### src/flpw_defines.vh
// Shared constants of the four-level page walker: entry fields, control bits and
// the field geometry of a linear address.
// Assumes it is included by its bare name from every file of the walker.
`ifndef FLPW_DEFINES_VH
`define FLPW_DEFINES_VH

// ==========================================================================
// Control register fields
// ==========================================================================
// Long-mode-active flag in the extended feature enable register.
`define FLPW_FEAT_LONG_MODE_BIT 10
// No-execute enable flag in the extended feature enable register.
`define FLPW_EFER_NXE_BIT 11

// ==========================================================================
// Paging-structure entry fields
// ==========================================================================
`define FLPW_ENT_PRESENT 0
`define FLPW_ENT_WRITE 1
`define FLPW_ENT_USER 2
`define FLPW_ENT_PWT 3
`define FLPW_ENT_PCD 4
`define FLPW_ENT_NX 63
// Table bases and frame bases are aligned on this many low bits.
`define FLPW_BASE_LSB 12

// ==========================================================================
// Linear address geometry
// ==========================================================================
// Width of the index into one table level.
`define FLPW_IDX_W 9
// Width of the offset within a page frame.
`define FLPW_OFS_W 12
// Byte size of one entry, as a shift.
`define FLPW_ENT_SHIFT 3
// Number of table levels in a long-mode walk, and the code of the last level.
`define FLPW_LEVELS 4
`define FLPW_LAST_LEVEL 2'h3
`define FLPW_FIRST_LEVEL 2'h0

// ==========================================================================
// Reset values
// ==========================================================================
`define FLPW_RIGHTS_RESET 3'h0
`define FLPW_CACHE_RESET 2'h0

`endif

### src/flpw_index.v
// Address splitter of the page walker: picks the table index for one level and
// forms the physical address of the entry to fetch.
// Assumes the table base is aligned and the level code is 0 for the top-level map.
`timescale 1ns/10ps
`include "flpw_defines.vh"

module flpw_index #(
	parameter LIN_W = 48,
	parameter PA_W = 52
) (
	input wire [LIN_W-1:0] linear,
	input wire [1:0] level,
	input wire [PA_W-1:0] table_base,
	output wire [PA_W-1:0] entry_addr,
	output wire [`FLPW_OFS_W-1:0] page_offset
);

	// ==========================================================================
	// Field extraction
	// ==========================================================================
	wire [`FLPW_IDX_W*`FLPW_LEVELS-1:0] fields;
	reg [`FLPW_IDX_W-1:0] index_sel;

	// Split into level fields.
	// Level g takes the field that lies g levels below the top of the address.
	genvar g;
	generate
		for (g = 0; g < `FLPW_LEVELS; g = g + 1)
		begin : g_field
			assign fields[g*`FLPW_IDX_W +: `FLPW_IDX_W] =
				linear[`FLPW_OFS_W + (`FLPW_LEVELS-1-g)*`FLPW_IDX_W +: `FLPW_IDX_W];
		end
	endgenerate

	// Select the field of the level being visited.
	always @*
	begin
		index_sel = fields[level*`FLPW_IDX_W +: `FLPW_IDX_W];
	end

	// Base from previous level.
	// The entry sits at the table base plus index times entry size.
	assign entry_addr = {table_base[PA_W-1:`FLPW_BASE_LSB], index_sel,
		{`FLPW_ENT_SHIFT{1'b0}}};
	assign page_offset = linear[`FLPW_OFS_W-1:0];

endmodule // flpw_index

### src/flpw_rights.v
// Entry decoder of the page walker: checks one fetched entry against the access
// and extracts its base address and attributes.
// Assumes the access flags stay steady while the entry is presented.
`timescale 1ns/10ps
`include "flpw_defines.vh"

module flpw_rights #(
	parameter PA_W = 52
) (
	input wire [63:0] entry,
	input wire acc_write,
	input wire acc_user,
	input wire acc_fetch,
	input wire nx_enable,
	output wire deny,
	output wire not_present,
	output wire [PA_W-1:0] next_base,
	output wire ent_write,
	output wire ent_user,
	output wire ent_exec,
	output wire [1:0] ent_cache
);

	// ==========================================================================
	// Entry decode
	// ==========================================================================
	// Extract base and attributes.
	assign next_base = {entry[PA_W-1:`FLPW_BASE_LSB], {`FLPW_BASE_LSB{1'b0}}};
	assign ent_write = entry[`FLPW_ENT_WRITE];
	assign ent_user = entry[`FLPW_ENT_USER];
	// The no-execute bit only counts once software has enabled it.
	assign ent_exec = ~(nx_enable & entry[`FLPW_ENT_NX]);
	assign ent_cache = {entry[`FLPW_ENT_PCD], entry[`FLPW_ENT_PWT]};
	assign not_present = ~entry[`FLPW_ENT_PRESENT];

	// Deny on rights mismatch.
	// Any single missing right on any level denies the whole access.
	assign deny = not_present | (acc_write & ~ent_write) | (acc_user & ~ent_user) |
		(acc_fetch & ~ent_exec);

endmodule // flpw_rights

### src/flpw_walker.v
// Linear-to-physical translator with a four-level table walk over a memory port.
// Assumes control inputs, requests and memory answers come from logic on clock;
// memory answers only after a taken fetch, one answer per fetch, in order.
`timescale 1ns/10ps
`include "flpw_defines.vh"

module flpw_walker #(
	parameter LIN_W = 48,
	parameter PA_W = 52
) (
	input wire clock,
	input wire rst_n,
	input wire paging_enable,
	input wire [63:0] paging_base_control,
	input wire [63:0] extended_feature_enable,
	input wire req_valid,
	output wire req_ready,
	input wire [LIN_W-1:0] req_linear,
	input wire req_write,
	input wire req_user,
	input wire req_fetch,
	input wire req_system,
	output wire mem_req_valid,
	input wire mem_req_ready,
	output wire [PA_W-1:0] mem_req_addr,
	input wire mem_rsp_valid,
	input wire [63:0] mem_rsp_data,
	output wire rsp_valid,
	output wire [PA_W-1:0] rsp_phys,
	output wire rsp_fault,
	output wire rsp_not_present,
	output wire rsp_mode_fault,
	output wire [1:0] rsp_fault_level,
	output wire [2:0] rsp_rights,
	output wire [1:0] rsp_cache,
	output wire rsp_system
);

	// ==========================================================================
	// States
	// ==========================================================================
	localparam ST_IDLE = 3'h0;
	localparam ST_ADDR = 3'h1;
	localparam ST_FETCH = 3'h2;
	localparam ST_WAIT = 3'h3;
	localparam ST_RESP = 3'h4;

	// ==========================================================================
	// Declarations
	// ==========================================================================
	reg [2:0] state_reg, state_next;
	reg [1:0] level_reg, level_next;
	reg [PA_W-1:0] table_base_reg, table_base_next;
	reg [LIN_W-1:0] linear_reg, linear_next;
	reg write_reg, write_next;
	reg user_reg, user_next;
	reg fetch_reg, fetch_next;
	reg nxe_reg, nxe_next;
	reg [PA_W-1:0] addr_reg, addr_next;
	reg acc_rw_reg, acc_rw_next;
	reg acc_us_reg, acc_us_next;
	reg acc_x_reg, acc_x_next;
	reg [PA_W-1:0] phys_reg, phys_next;
	reg fault_reg, fault_next;
	reg not_present_reg, not_present_next;
	reg mode_fault_reg, mode_fault_next;
	reg [1:0] fault_level_reg, fault_level_next;
	reg [1:0] cache_reg, cache_next;
	reg system_reg, system_next;
	wire walk_mode;
	wire [PA_W-1:0] idx_entry_addr;
	wire [`FLPW_OFS_W-1:0] idx_offset;
	wire ent_deny;
	wire ent_not_present;
	wire [PA_W-1:0] ent_base;
	wire ent_write;
	wire ent_user;
	wire ent_exec;
	wire [1:0] ent_cache;

	// ==========================================================================
	// Mode selection
	// ==========================================================================
	// Long-mode-active gates walk.
	// Only paging with long mode active walks the four-level hierarchy.
	assign walk_mode = paging_enable & extended_feature_enable[`FLPW_FEAT_LONG_MODE_BIT];

	// ==========================================================================
	// Address splitting and entry decode
	// ==========================================================================
	// The index unit works on the captured address and the current level base.
	flpw_index #(
		.LIN_W(LIN_W),
		.PA_W(PA_W)
	) u_index (
		.linear(linear_reg),
		.level(level_reg),
		.table_base(table_base_reg),
		.entry_addr(idx_entry_addr),
		.page_offset(idx_offset)
	);

	// The decoder looks at the memory answer directly, so a verdict is ready
	// in the very cycle the entry arrives and no extra stage is spent.
	flpw_rights #(
		.PA_W(PA_W)
	) u_rights (
		.entry(mem_rsp_data),
		.acc_write(write_reg),
		.acc_user(user_reg),
		.acc_fetch(fetch_reg),
		.nx_enable(nxe_reg),
		.deny(ent_deny),
		.not_present(ent_not_present),
		.next_base(ent_base),
		.ent_write(ent_write),
		.ent_user(ent_user),
		.ent_exec(ent_exec),
		.ent_cache(ent_cache)
	);

	// ==========================================================================
	// Next-state logic
	// ==========================================================================
	// Every register holds its value unless the state below says otherwise.
	always @*
	begin
		state_next = state_reg;
		level_next = level_reg;
		table_base_next = table_base_reg;
		linear_next = linear_reg;
		write_next = write_reg;
		user_next = user_reg;
		fetch_next = fetch_reg;
		nxe_next = nxe_reg;
		addr_next = addr_reg;
		acc_rw_next = acc_rw_reg;
		acc_us_next = acc_us_reg;
		acc_x_next = acc_x_reg;
		phys_next = phys_reg;
		fault_next = fault_reg;
		not_present_next = not_present_reg;
		mode_fault_next = mode_fault_reg;
		fault_level_next = fault_level_reg;
		cache_next = cache_reg;
		system_next = system_reg;
		case (state_reg)
			ST_IDLE:
			begin
				if (req_valid)
				begin
					linear_next = req_linear;
					write_next = req_write;
					user_next = req_user;
					fetch_next = req_fetch;
					// System accesses walk alike.
					// Descriptor-table reads take the same path as any other access.
					system_next = req_system;
					nxe_next = extended_feature_enable[`FLPW_EFER_NXE_BIT];
					// Hierarchy per base value.
					// The base is sampled per request, so a new value takes effect
					// on the next request and never in the middle of a walk.
					table_base_next = {paging_base_control[PA_W-1:`FLPW_BASE_LSB],
						{`FLPW_BASE_LSB{1'b0}}};
					level_next = `FLPW_FIRST_LEVEL;
					acc_rw_next = 1'b1;
					acc_us_next = 1'b1;
					acc_x_next = 1'b1;
					fault_next = 1'b0;
					not_present_next = 1'b0;
					mode_fault_next = 1'b0;
					fault_level_next = `FLPW_FIRST_LEVEL;
					cache_next = `FLPW_CACHE_RESET;
					if (walk_mode)
					begin
						state_next = ST_ADDR;
					end
					else if (paging_enable)
					begin
						// Paging without long mode has no walk here; refuse it.
						fault_next = 1'b1;
						mode_fault_next = 1'b1;
						phys_next = {PA_W{1'b0}};
						state_next = ST_RESP;
					end
					else
					begin
						phys_next = {{(PA_W-LIN_W){1'b0}}, req_linear};
						state_next = ST_RESP;
					end
				end
			end
			ST_ADDR:
			begin
				addr_next = idx_entry_addr;
				state_next = ST_FETCH;
			end
			ST_FETCH:
			begin
				if (mem_req_ready)
				begin
					state_next = ST_WAIT;
				end
			end
			ST_WAIT:
			begin
				if (mem_rsp_valid)
				begin
					acc_rw_next = acc_rw_reg & ent_write;
					acc_us_next = acc_us_reg & ent_user;
					acc_x_next = acc_x_reg & ent_exec;
					cache_next = ent_cache;
					if (ent_deny)
					begin
						fault_next = 1'b1;
						not_present_next = ent_not_present;
						fault_level_next = level_reg;
						phys_next = {PA_W{1'b0}};
						state_next = ST_RESP;
					end
					else if (level_reg == `FLPW_LAST_LEVEL)
					begin
						phys_next = {ent_base[PA_W-1:`FLPW_OFS_W], idx_offset};
						state_next = ST_RESP;
					end
					else
					begin
						table_base_next = ent_base;
						level_next = level_reg + 2'h1;
						state_next = ST_ADDR;
					end
				end
			end
			ST_RESP:
			begin
				state_next = ST_IDLE;
			end
			default:
			begin
				state_next = ST_IDLE;
			end
		endcase
	end

	// ==========================================================================
	// State registers
	// ==========================================================================
	// Four-level walk registers.
	// The level counter is two bits wide, so a walk can never pass four levels.
	always @(posedge clock or negedge rst_n)
	begin
		if (!rst_n)
		begin
			state_reg <= ST_IDLE;
			level_reg <= `FLPW_FIRST_LEVEL;
			table_base_reg <= {PA_W{1'b0}};
			linear_reg <= {LIN_W{1'b0}};
			write_reg <= 1'b0;
			user_reg <= 1'b0;
			fetch_reg <= 1'b0;
			nxe_reg <= 1'b0;
			addr_reg <= {PA_W{1'b0}};
			acc_rw_reg <= 1'b0;
			acc_us_reg <= 1'b0;
			acc_x_reg <= 1'b0;
			phys_reg <= {PA_W{1'b0}};
			fault_reg <= 1'b0;
			not_present_reg <= 1'b0;
			mode_fault_reg <= 1'b0;
			fault_level_reg <= `FLPW_FIRST_LEVEL;
			cache_reg <= `FLPW_CACHE_RESET;
			system_reg <= 1'b0;
		end
		else
		begin
			state_reg <= state_next;
			level_reg <= level_next;
			table_base_reg <= table_base_next;
			linear_reg <= linear_next;
			write_reg <= write_next;
			user_reg <= user_next;
			fetch_reg <= fetch_next;
			nxe_reg <= nxe_next;
			addr_reg <= addr_next;
			acc_rw_reg <= acc_rw_next;
			acc_us_reg <= acc_us_next;
			acc_x_reg <= acc_x_next;
			phys_reg <= phys_next;
			fault_reg <= fault_next;
			not_present_reg <= not_present_next;
			mode_fault_reg <= mode_fault_next;
			fault_level_reg <= fault_level_next;
			cache_reg <= cache_next;
			system_reg <= system_next;
		end
	end

	// ==========================================================================
	// Outputs
	// ==========================================================================
	// Handshakes decode the state; data comes straight from registers.
	assign req_ready = (state_reg == ST_IDLE);
	assign mem_req_valid = (state_reg == ST_FETCH);
	assign mem_req_addr = addr_reg;
	assign rsp_valid = (state_reg == ST_RESP);
	assign rsp_phys = phys_reg; // Zero whenever the answer is a fault.
	assign rsp_fault = fault_reg;
	assign rsp_not_present = not_present_reg;
	assign rsp_mode_fault = mode_fault_reg;
	assign rsp_fault_level = fault_level_reg;
	// Rights are write, user, execute as seen through all visited levels.
	assign rsp_rights = {acc_x_reg, acc_us_reg, acc_rw_reg};
	assign rsp_cache = cache_reg;
	assign rsp_system = system_reg;

	// The 64-bit base input holds addresses past 32 bits; the feature input holds only flags.

endmodule // flpw_walker

### config.mk
export PLATFORM = sky130hd
export DESIGN_NAME = flpw_walker
export DESIGN_NICKNAME = d
export VERILOG_FILES = /design/src/flpw_index.v /design/src/flpw_rights.v /design/src/flpw_walker.v
export VERILOG_INCLUDE_DIRS = /design/src
export SDC_FILE = /design/constraint.sdc
export NUM_CORES = 1
export LEC_CHECK = 0
export BUFFER_PORTS_ARGS = -buffer_cell sky130_fd_sc_hd__buf_2
export CAP_MARGIN = 20
export CORE_ASPECT_RATIO = 0.75
export CORE_MARGIN = 3
export CORE_UTILIZATION = 52
export DETAILED_ROUTE_END_ITERATION = 16
export PLACE_DENSITY_LB_ADDON = 0.3
export SLEW_MARGIN = 20
export SYNTH_ARGS = -nofsm -noshare
export SYNTH_HDL_FRONTEND = slang
export SYNTH_SLANG_ARGS = --single-unit
### constraint.sdc
create_clock -name clock -period 5.6 [get_ports clock]
set_input_delay 1.68 -clock clock [delete_from_list [all_inputs] [get_ports clock]]
set_output_delay 1.68 -clock clock [all_outputs]
set_load 0.005 [all_outputs]
### After elaboration in Yosys (flattened, before gate mapping)

Index checks and enable logic that the tools add are counted.

* output and inout port bits: 118
* flip-flop bits (word level): 221
* bits of input ports: 250

* equal/unequal tests: 13
* add/sub/neg operators: 1
* reduce and logical (&&, ||, !) cells: 8
* shift operators: 1
* $mul: 1
* multiplexer cells: 46
* bitwise logic cells: 15

Operator list (number)
* $mux 52: 9
* $pmux 52 s2: 2
* $mux 48: 1
* $shiftx 36x7->9: 1
* $mux 3: 6
* $mux 2: 7
* $mux 1: 12
* $ne 2x2->1 const B: 6
* $pmux 2 s2: 3
* $pmux 3 s4: 1
* $pmux 1 s2: 5
* $reduce_and 5->1: 2
* $and 1x1->1: 8
* $eq 3x2->1 const B: 2
* $mul 2x4->6 const B: 1
* $reduce_and 3->1: 2
* $not 1->1: 4
* $reduce_and 4->1: 1
* $eq 3x1->1 const B: 1
* $eq 3x3->1 const B: 1
* $logic_not 3->1: 1
* $ne 3x3->1 const B: 1
* $or 1x1->1: 3
* $add 2x1->2 const B: 1
* 4 further kinds: 4

### Logic depth before layout (Yosys ltp)

Gate-level depths: netlist of the first run.

* depth after elaboration: 8
* mapped depth: 9

### Cells and area by module

Synthesis of the first run repeated with hierarchy kept, for this count alone.

* cell total of the unflattened synthesis: 964
* area, all modules: 10465.0 um^2

Modules (own cells, without submodules)
* flpw_walker: area an instance 9367.7 um^2, instances 1, cells an instance 834, sequential area each 5605.4 um^2
* flpw_index: area an instance 635.6 um^2, instances 1, cells an instance 67, sequential area each 0.0 um^2
* flpw_rights: area an instance 461.7 um^2, instances 1, cells an instance 63, sequential area each 0.0 um^2

### Worst setup path after synthesis of the first run

No wires, ideal clock.

* path kind: input to register
* from: input port req_valid
* to: register phys_reg[31] (netlist: rsp_phys[31])
* cell stages on the path: 8
* path buffers: 4
* required time: 5.476 ns
* setup slack: 2.580 ns
* setup time: 0.124 ns
* arrival time: 2.896 ns
* cells stage by stage: nor4b_2 -> buf_4 -> a21oi_1 -> buf_2 -> a211oi_4 -> buf_6 -> buf_4 -> a21oi_1

* longest elaborated chain between the ends: 2

Ends and longest elaborated chain
* from (decl): RTL line flpw_walker.v:16 `input wire req_valid,`
* $ne 2x2->1 (no source line)
* $reduce_and 5->1 (no source line)
* to (signal assigned): RTL line flpw_walker.v:266 `phys_reg <= {PA_W{1'b0}};`
* to (signal assigned): RTL line flpw_walker.v:288 `phys_reg <= phys_next;`
* to (decl): RTL line flpw_walker.v:63 `reg [PA_W-1:0] phys_reg, phys_next;`

Every way passes these cells.
A chain may end at the register's enable or synchronous reset.

### Final worst setup path of the first run

* from: register state_reg[1]
* to: output port req_ready

* longest elaborated chain between the ends: 1

Ends and longest elaborated chain
* from (decl): RTL line flpw_walker.v:51 `reg [2:0] state_reg, state_next;`
* from (signal assigned): RTL line flpw_walker.v:276 `state_reg <= state_next;`
* $logic_not 3->1: RTL line flpw_walker.v:302 `assign req_ready = (state_reg == ST_IDLE);`
* to (decl): RTL line flpw_walker.v:17 `output wire req_ready,`

Every way passes these cells.

==> results of run 1 <==
-- layout by cell type (no fill, tap or decap), drive strengths merged, types with 4 or more instances in the layout --
master,Yosys,routed
nand2,175,175
a21oi,51,51
nand4,4,4
mux2i,40,40
dfrtp,209,209
inv,5,6
mux2,49,49
clkbuf,38,29
a22oi,48,48
nor2,52,52
mux4,9,9
o21ai,90,90
clkinv,0,4
bufinv,0,4
buf,30,271
nor3,4,4
-- Yosys cell counts, types with 2 or more instances --
library cell	n	area, um^2
a21oi_1	51	255
a22o_1	3	26.3
a22oi_1	48	360
a32oi_1	2	17.5
and3_1	2	12.5
buf_1	3	11.3
buf_2	11	55.1
buf_4	13	97.6
buf_6	3	33.8
clkbuf_1	37	139
dfrtp_1	209	5230
inv_1	5	18.8
mux2_2	49	552
mux2i_1	40	400
mux4_2	9	203
nand2_1	175	657
nand2b_1	2	12.5
nand3_1	3	15.0
nand4_1	4	25.0
nor2_1	52	195
nor2b_1	3	18.8
nor3_1	4	20.0
nor3b_1	3	22.5
o21ai_0	89	445
-- where the power goes --
group	switching (W)	internal (W)	total [W]	leakage (nW)
registers	0.000410	0.00223	0.00264	2.57
logic	0.00121	0.000984	0.00220	2.43
clock network	0.000588	0.000942	0.00153	0.374
total	0.00221	0.00415	0.00636	5.38
-- layer usage --
layer	share of wire [%]	wire [um]	up-vias
met5	0	0	-
met4	1.4	351	0
met3	8.5	2120	25
met2	45	11300	300
met1	45	11200	3581
li1	-	-	3330
-- how the worst min path moves through the flow --
stage                         from             end  slack [ns]
floorplan           linear_reg[21]  linear_reg[21]        0.44
global placement    linear_reg[16]  linear_reg[16]        0.46
detailed placement  linear_reg[29]  linear_reg[29]        0.46
CTS                 linear_reg[27]  linear_reg[27]        0.48
global route        linear_reg[15]  linear_reg[15]        0.49
finish              linear_reg[15]  linear_reg[15]        0.47
-- worst max-delay path, cell delays in order (launching register included) --
cell and delay [ns]:
dfrtp_1 0.53, nor3_1 0.38, buf_2 0.20
-- layout make-up --
cell class	count	area [um^2]	area share, %
well taps	210	263	2.37
flip-flops and latches	209	5230	47.1
repair buffers	272	1410	12.7
multi-input cells	555	3420	30.8
clock inverters	10	156	1.41
clock buffers	28	602	5.42
inverters	5	18.8	0.169
-- kinds of logic (layout without fill, tap and decap cells) --
logic type | Yosys count | in the layout | share of synthesized area (%)
AO/OA/AOI/OAI | 200 | 200 | 13.1
adder cells (fa/ha/maj) | 1 | 1 | 0.140
buffers and inverters | 73 | 315 | 4.02
flip-flops | 209 | 209 | 58.4
multiplexers | 98 | 98 | 12.9
other | 1 | 3 | 0.0419
AND/OR/NAND/NOR | 253 | 253 | 11.4
-- per-stage QoR --
step	cell area (um^2)	std cells
2_1_floorplan	8960	837
3_3_place_gp	10300	1251
3_5_place_dp	10300	1251
4_1_cts	11100	1289
5_1_grt	11100	1289
6_report	11100	1289
==> flow_summary_export.csv, run 1 <==
group,metric,value,unit
global_route,grt_overflow,0,
logic_synthesis,syn_area,0.00895,mm^2
sta,period_needed,3.29,ns
sta,setup_ws,2.31,ns
sta,slew_violations,0,
detailed_routing,drtIter0Drc,498,
sta,hold_viol_final,0,
power,leakage,5.38,nW
global_route,grt-busiest-layer,"met2",
logic_synthesis,ys_async_sr_fraction,100,%
logic_synthesis,synthDistinctLibCells,39,
clocking,h-tree-depth,1,
sta,worst_pin_slew,1.07,ns
logic_synthesis,avgSynthCellArea,10.7,um^2
clocking,postCtsSetupRepairBufs,0,
worst_setup_path,crit_type,"register to output port",
global_route,use_met3,6.56,%
detailed_routing,drt_wl_total,25.0,mm
detailed_routing,antenna_left,0,
cells_and_area,antenna_cells,0,
worst_setup_path,regToRegStartpoint,"state_reg[1]",
detailed_routing,vias,7236,
clocking,cts_buffers,21,
min_path,worstHoldPathType,"register to register",
cells_and_area,post-route-util,67.7,%
worst_setup_path,r2r_cells,6,
floorplan,core,0.0164,mm^2
floorplan,initial_utilization,54.5,%
power,vdd_drop_max,0.276,mV
cells_and_area,largest_register_ff_count,52,
worst_setup_path,end_kind,"output port",
placed_design,hpwl,16.8,mm
detailed_routing,wl_per_cell,19.4,um
floorplan,dieArea,0.0188,mm^2
global_route,grt_use_met1,38.6,%
detailed_routing,viasPerCell,5.61,
global_route,grt_pass1_vias,7176,
clocking,clk_pin_slew_worst_paths,0.07,ns
logic_synthesis,ys_seq_area_share,58.4,%
global_route,grt_use_total,26.2,%
cells_and_area,fin_nets,1315,
power,power,0.00636,W
sta,maxSlewHeadroom,29.0,%
clocking,cts_tree,"built",
cells_and_area,syn_to_final_growth,24.1,%
worst_setup_path,arrival,1.61,ns
placed_design,pre_cts_ws,1.86,ns
detailed_routing,dr.pass1.iters,6,
logic_synthesis,synth-edff-count,0,
global_route,grt_pass1_wl,39.1,mm
sta,finClkSkew,0.0177,ns
run_status,status,"finished, final reports clean",
logic_synthesis,synthFlopType,"dfrtp_1",
worst_setup_path,crit_path_start,"state_reg[1]",
clocking,cts_resized,0,
worst_setup_path,crit_required,3.92,ns
sta,tns,0,ns
detailed_routing,drc,0,
power,power_density,573,mW/mm^2
floorplan,io_pins,368,
sta,rsz0062_at_grt,"no",
sta,whs,0.469,ns
logic_synthesis,netlist_instances,835,
floorplan,rows,40,
global_route,grt_use_met2,40.4,%
sta,finalCritPeriodShare,58.7,%
clocking,clock_latency,0.50,ns
worst_setup_path,cp-start-kind,"register",
clocking,clockBufferDepth,3,
min_path,hold_depth,2,
worst_setup_path,worstSetupEndpoint,"req_ready",
logic_synthesis,synth_seq_cells,209,
sta,setup_viol,0,
floorplan,die_x,158,um
clocking,postCtsHoldBufs,0,
worst_setup_path,rrSetupSlack,2.33,ns
worst_setup_path,worstReg2RegEnd,"rsp_phys[48]",
logic_synthesis,yosys_warnings,0,
global_route,grt_antenna_before_repair,0,
placed_design,port_buffers,260,
floorplan,die_h,120,um
global_route,grt_max_degree,119,
clocking,cts_root_buf,"clkbuf_16",
flow_run,maxCapViolCount,0,
cells_and_area,drive_above_1_share,34.9,%
clocking,cts_sinks,209,
cells_and_area,fillers,1326,
placed_design,place_congestion,0.817,
sta,max_freq,304,MHz
worst_setup_path,cp_max_fo,11,
Power figures use the tool's default switching activity.
==> run 2, diff against run 1 <==
--- a/config.mk
+++ b/config.mk
@@ -6,11 +6,12 @@
 export SDC_FILE = /design/constraint.sdc
 export NUM_CORES = 1
 export LEC_CHECK = 0
+export ABC_AREA = 1
 export BUFFER_PORTS_ARGS = -buffer_cell sky130_fd_sc_hd__buf_2
 export CAP_MARGIN = 20
 export CORE_ASPECT_RATIO = 0.75
 export CORE_MARGIN = 3
-export CORE_UTILIZATION = 52
+export CORE_UTILIZATION = 45
 export DETAILED_ROUTE_END_ITERATION = 16
 export PLACE_DENSITY_LB_ADDON = 0.3
 export SLEW_MARGIN = 20
==> constraint.sdc (replaced) <==
create_clock -name clock -period 2.99 [get_ports clock]
set_input_delay 0.897 -clock clock [delete_from_list [all_inputs] [get_ports clock]]
set_output_delay 0.897 -clock clock [all_outputs]
set_load 0.005 [all_outputs]
==> run 2 against run 1 <==
  * Clock skew shrank 0.0082 ns
  * Critical endpoint is now rsp_phys[27]
  * Combinational power is 90% higher
  * Final cell count grew 35%
  * Critical path type is now register to register
  * Global-route usage decreased by 1.4 points
  * Register-to-register slack worse by 1.8 ns
==> flow_summary_export.csv, run 2 <==
group,metric,value,unit
clocking,cts_root_buf,"clkbuf_16",
worst_setup_path,arrival,2.91,ns
detailed_routing,vias,9000,
global_route,grt_antenna_before_repair,3,
cells_and_area,layout_common_cells,"566 x nand2_1, 259 x buf_2, 209 x dfrtp_1, 103 x nand3_1, 100 x o21ai_0",
flow_run,maxCapViolCount,0,
worst_setup_path,crit_type,"register to register",
cells_and_area,regArea,0.00523,mm^2
clocking,clock_latency,0.50,ns
clocking,clk_pin_slew_worst_paths,0.06,ns
detailed_routing,drc,0,
floorplan,rows,45,
power,vdd_drop_max,0.405,mV
logic_synthesis,netlist_instances,1229,
clocking,cts_resized,0,
worst_setup_path,cp_max_fo,53,
cells_and_area,syn_to_final_growth,22.3,%
detailed_routing,antenna_left,0,
detailed_routing,dr.pass1.iters,5,
logic_synthesis,synthDistinctLibCells,28,
detailed_routing,drt_wl_total,28.9,mm
global_route,grt_overflow,0,
logic_synthesis,synthFlopType,"dfrtp_1",
worst_setup_path,crit_required,3.42,ns
clocking,cts_tree,"built",
cells_and_area,final_common_cell,"nand2_1",
logic_synthesis,synth_area_leaders,"dfrtp_1 55%, nand2_1 22%, nand3_1 5.5%",
detailed_routing,drtIter0Drc,775,
floorplan,dieArea,0.0231,mm^2
floorplan,core,0.0206,mm^2
clocking,postCtsSetupRepairBufs,0,
placed_design,dp.cells,1709,
sta,finalCritPeriodShare,82.8,%
placed_design,hpwl,19.3,mm
worst_setup_path,cp-start-kind,"register",
cells_and_area,largest_register_ff_count,52,
clocking,cts_buffers,21,
cells_and_area,fin_nets,1701,
global_route,grt_pass1_vias,8648,
placed_design,place_congestion,0.853,
cells_and_area,multi_input_area,0.00371,mm^2
sta,period_needed,2.48,ns
floorplan,die_h,132,um
floorplan,io_pins,368,
floorplan,die_x,175,um
logic_synthesis,synthTopCellsByCount,"567 x nand2_1, 209 x dfrtp_1, 105 x nand3_1, 100 x o21ai_0, 64 x inv_1",
cells_and_area,post-route-util,57.1,%
detailed_routing,wl_per_cell,16.6,um
detailed_routing,viasPerCell,5.16,
sta,max_freq,404,MHz
logic_synthesis,ys_seq_area_share,54.6,%
logic_synthesis,ys_async_sr_fraction,100,%
logic_synthesis,synth_top_area_share,54.6,%
sta,hold_viol_final,0,
sta,worst_pin_slew,0.753,ns
power,leakage,6.61,nW
global_route,grt_use_total,24.7,%
clocking,postCtsHoldBufs,0,
logic_synthesis,synth-edff-count,0,
clocking,clockBufferDepth,3,
sta,tns,0,ns
global_route,grt_max_degree,85,
logic_synthesis,yosys_warnings,0,
min_path,worstHoldPathType,"input pin to asynchronous set/reset pin",
global_route,grt_pass1_wl,46.5,mm
sta,setup_viol,0,
run_status,status,"finished, final reports clean",
placed_design,port_buffers,260,
logic_synthesis,synth_most_common_cell,"nand2_1",
floorplan,initial_utilization,46.6,%
cells_and_area,antenna_cells,0,
sta,finClkSkew,0.00952,ns
sta,maxSlewHeadroom,49.8,%
logic_synthesis,yosysTopAreaCell,"dfrtp_1",
logic_synthesis,synth_seq_cells,209,
sta,slew_violations,0,
clocking,cts_sinks,209,
power,power_density,975,mW/mm^2
cells_and_area,fillers,1963,
cells_and_area,drive_above_1_share,22.3,%
worst_setup_path,end_kind,"register",
clocking,h-tree-depth,1,
logic_synthesis,avgSynthCellArea,7.80,um^2
sta,rsz0062_at_grt,"no",
cells_and_area,fin_cells,1744,
logic_synthesis,syn_area,0.00959,mm^2
power,power,0.0114,W
-- run 2: cell types whose count changed in the layout (fill, tap and decap cells not counted), sizes merged, moves of 7 or more --
cell   previous run  this run
nand2           175       568
nand3             3       107
inv               6        69
mux2             49         0
a22oi            48         0
mux2i            40         0
a21oi            51        12
o21ai            90       124
nor2             52        36
mux4              9         0
a31oi             1         9
buf             271       278
-- run 2: critical path: stages (launching register included) --
cell     delay, ns
dfrtp_1       0.39
inv_1         0.15
nand3_4       0.34
inv_2         0.42
nand4_2       0.27
nand3_4       0.58
nand2_1       0.14
nand2_1       0.10
-- run 2: path summary, 6_finish.rpt --
check / start / end / slack (ns) / cells past startpoint
setup / recovery: state_reg[2] / rsp_phys[27] / 0.51 / 7
hold / removal: rst_n / table_base_reg[33] / 0.37 / 1
setup reg to reg: state_reg[2] / rsp_phys[27] / 0.51 / 7
hold reg to reg: table_base_reg[42] / mem_req_addr[42] / 0.47 / 2
max in group asynchronous: rst_n / nxe_reg / 1.84 / 2
min in group clock: table_base_reg[42] / mem_req_addr[42] / 0.47 / 2
-- run 2: per-stage QoR --
stage,worst slack [ns],area (um^2),hold WS (ns)
floorplan,0.994,9590,0.437
finish,0.513,11700,0.371
CTS,0.508,11700,0.372
global placement,0.295,11100,0.449
detailed placement,0.246,11100,0.454
global route,0.268,11700,0.392
-- run 2: routing by layer --
| layer | part of all wire (%) | wire length (um) | global-route usage [%] | up-vias |
|---|---|---|---|---|
| li1 | - | - | - | 4307 |
| met1 | 46 | 13200 | 36.2 | 4223 |
| met2 | 43 | 12500 | 37.8 | 415 |
| met3 | 9.0 | 2600 | 5.67 | 49 |
| met4 | 2.1 | 606 | 5.67 | 6 |
| met5 | 0.12 | 34 | 0 | - |
-- run 2: cell families (layout without fill, tap and decap cells) --
family	count (synthesis)	after routing	synth area share (%)
flip-flops	209	209	54.6
buffers and inverters	151	382	7.15
AND/OR/NAND/NOR	722	722	30.4
AO/OA/AOI/OAI	145	145	7.69
other	1	3	0.0391
adder cells (fa/ha/maj)	1	1	0.131
-- run 2: where the power goes --
group	leakage, nW	total (W)	internal, W	switching, W
clock	0.327	0.00258	0.00150	0.00108
sequential	2.64	0.00468	0.00403	0.000647
combinational	3.64	0.00417	0.00146	0.00272
-- run 2: cell type report --
cell class	instances	share of cell area, %
clock buffers	31	5.23
inverters	69	2.21
well taps	282	3.01
clock inverters	4	0.416
multi-input cells	871	31.7
repair buffers	278	12.9
flip-flops and latches	209	44.6
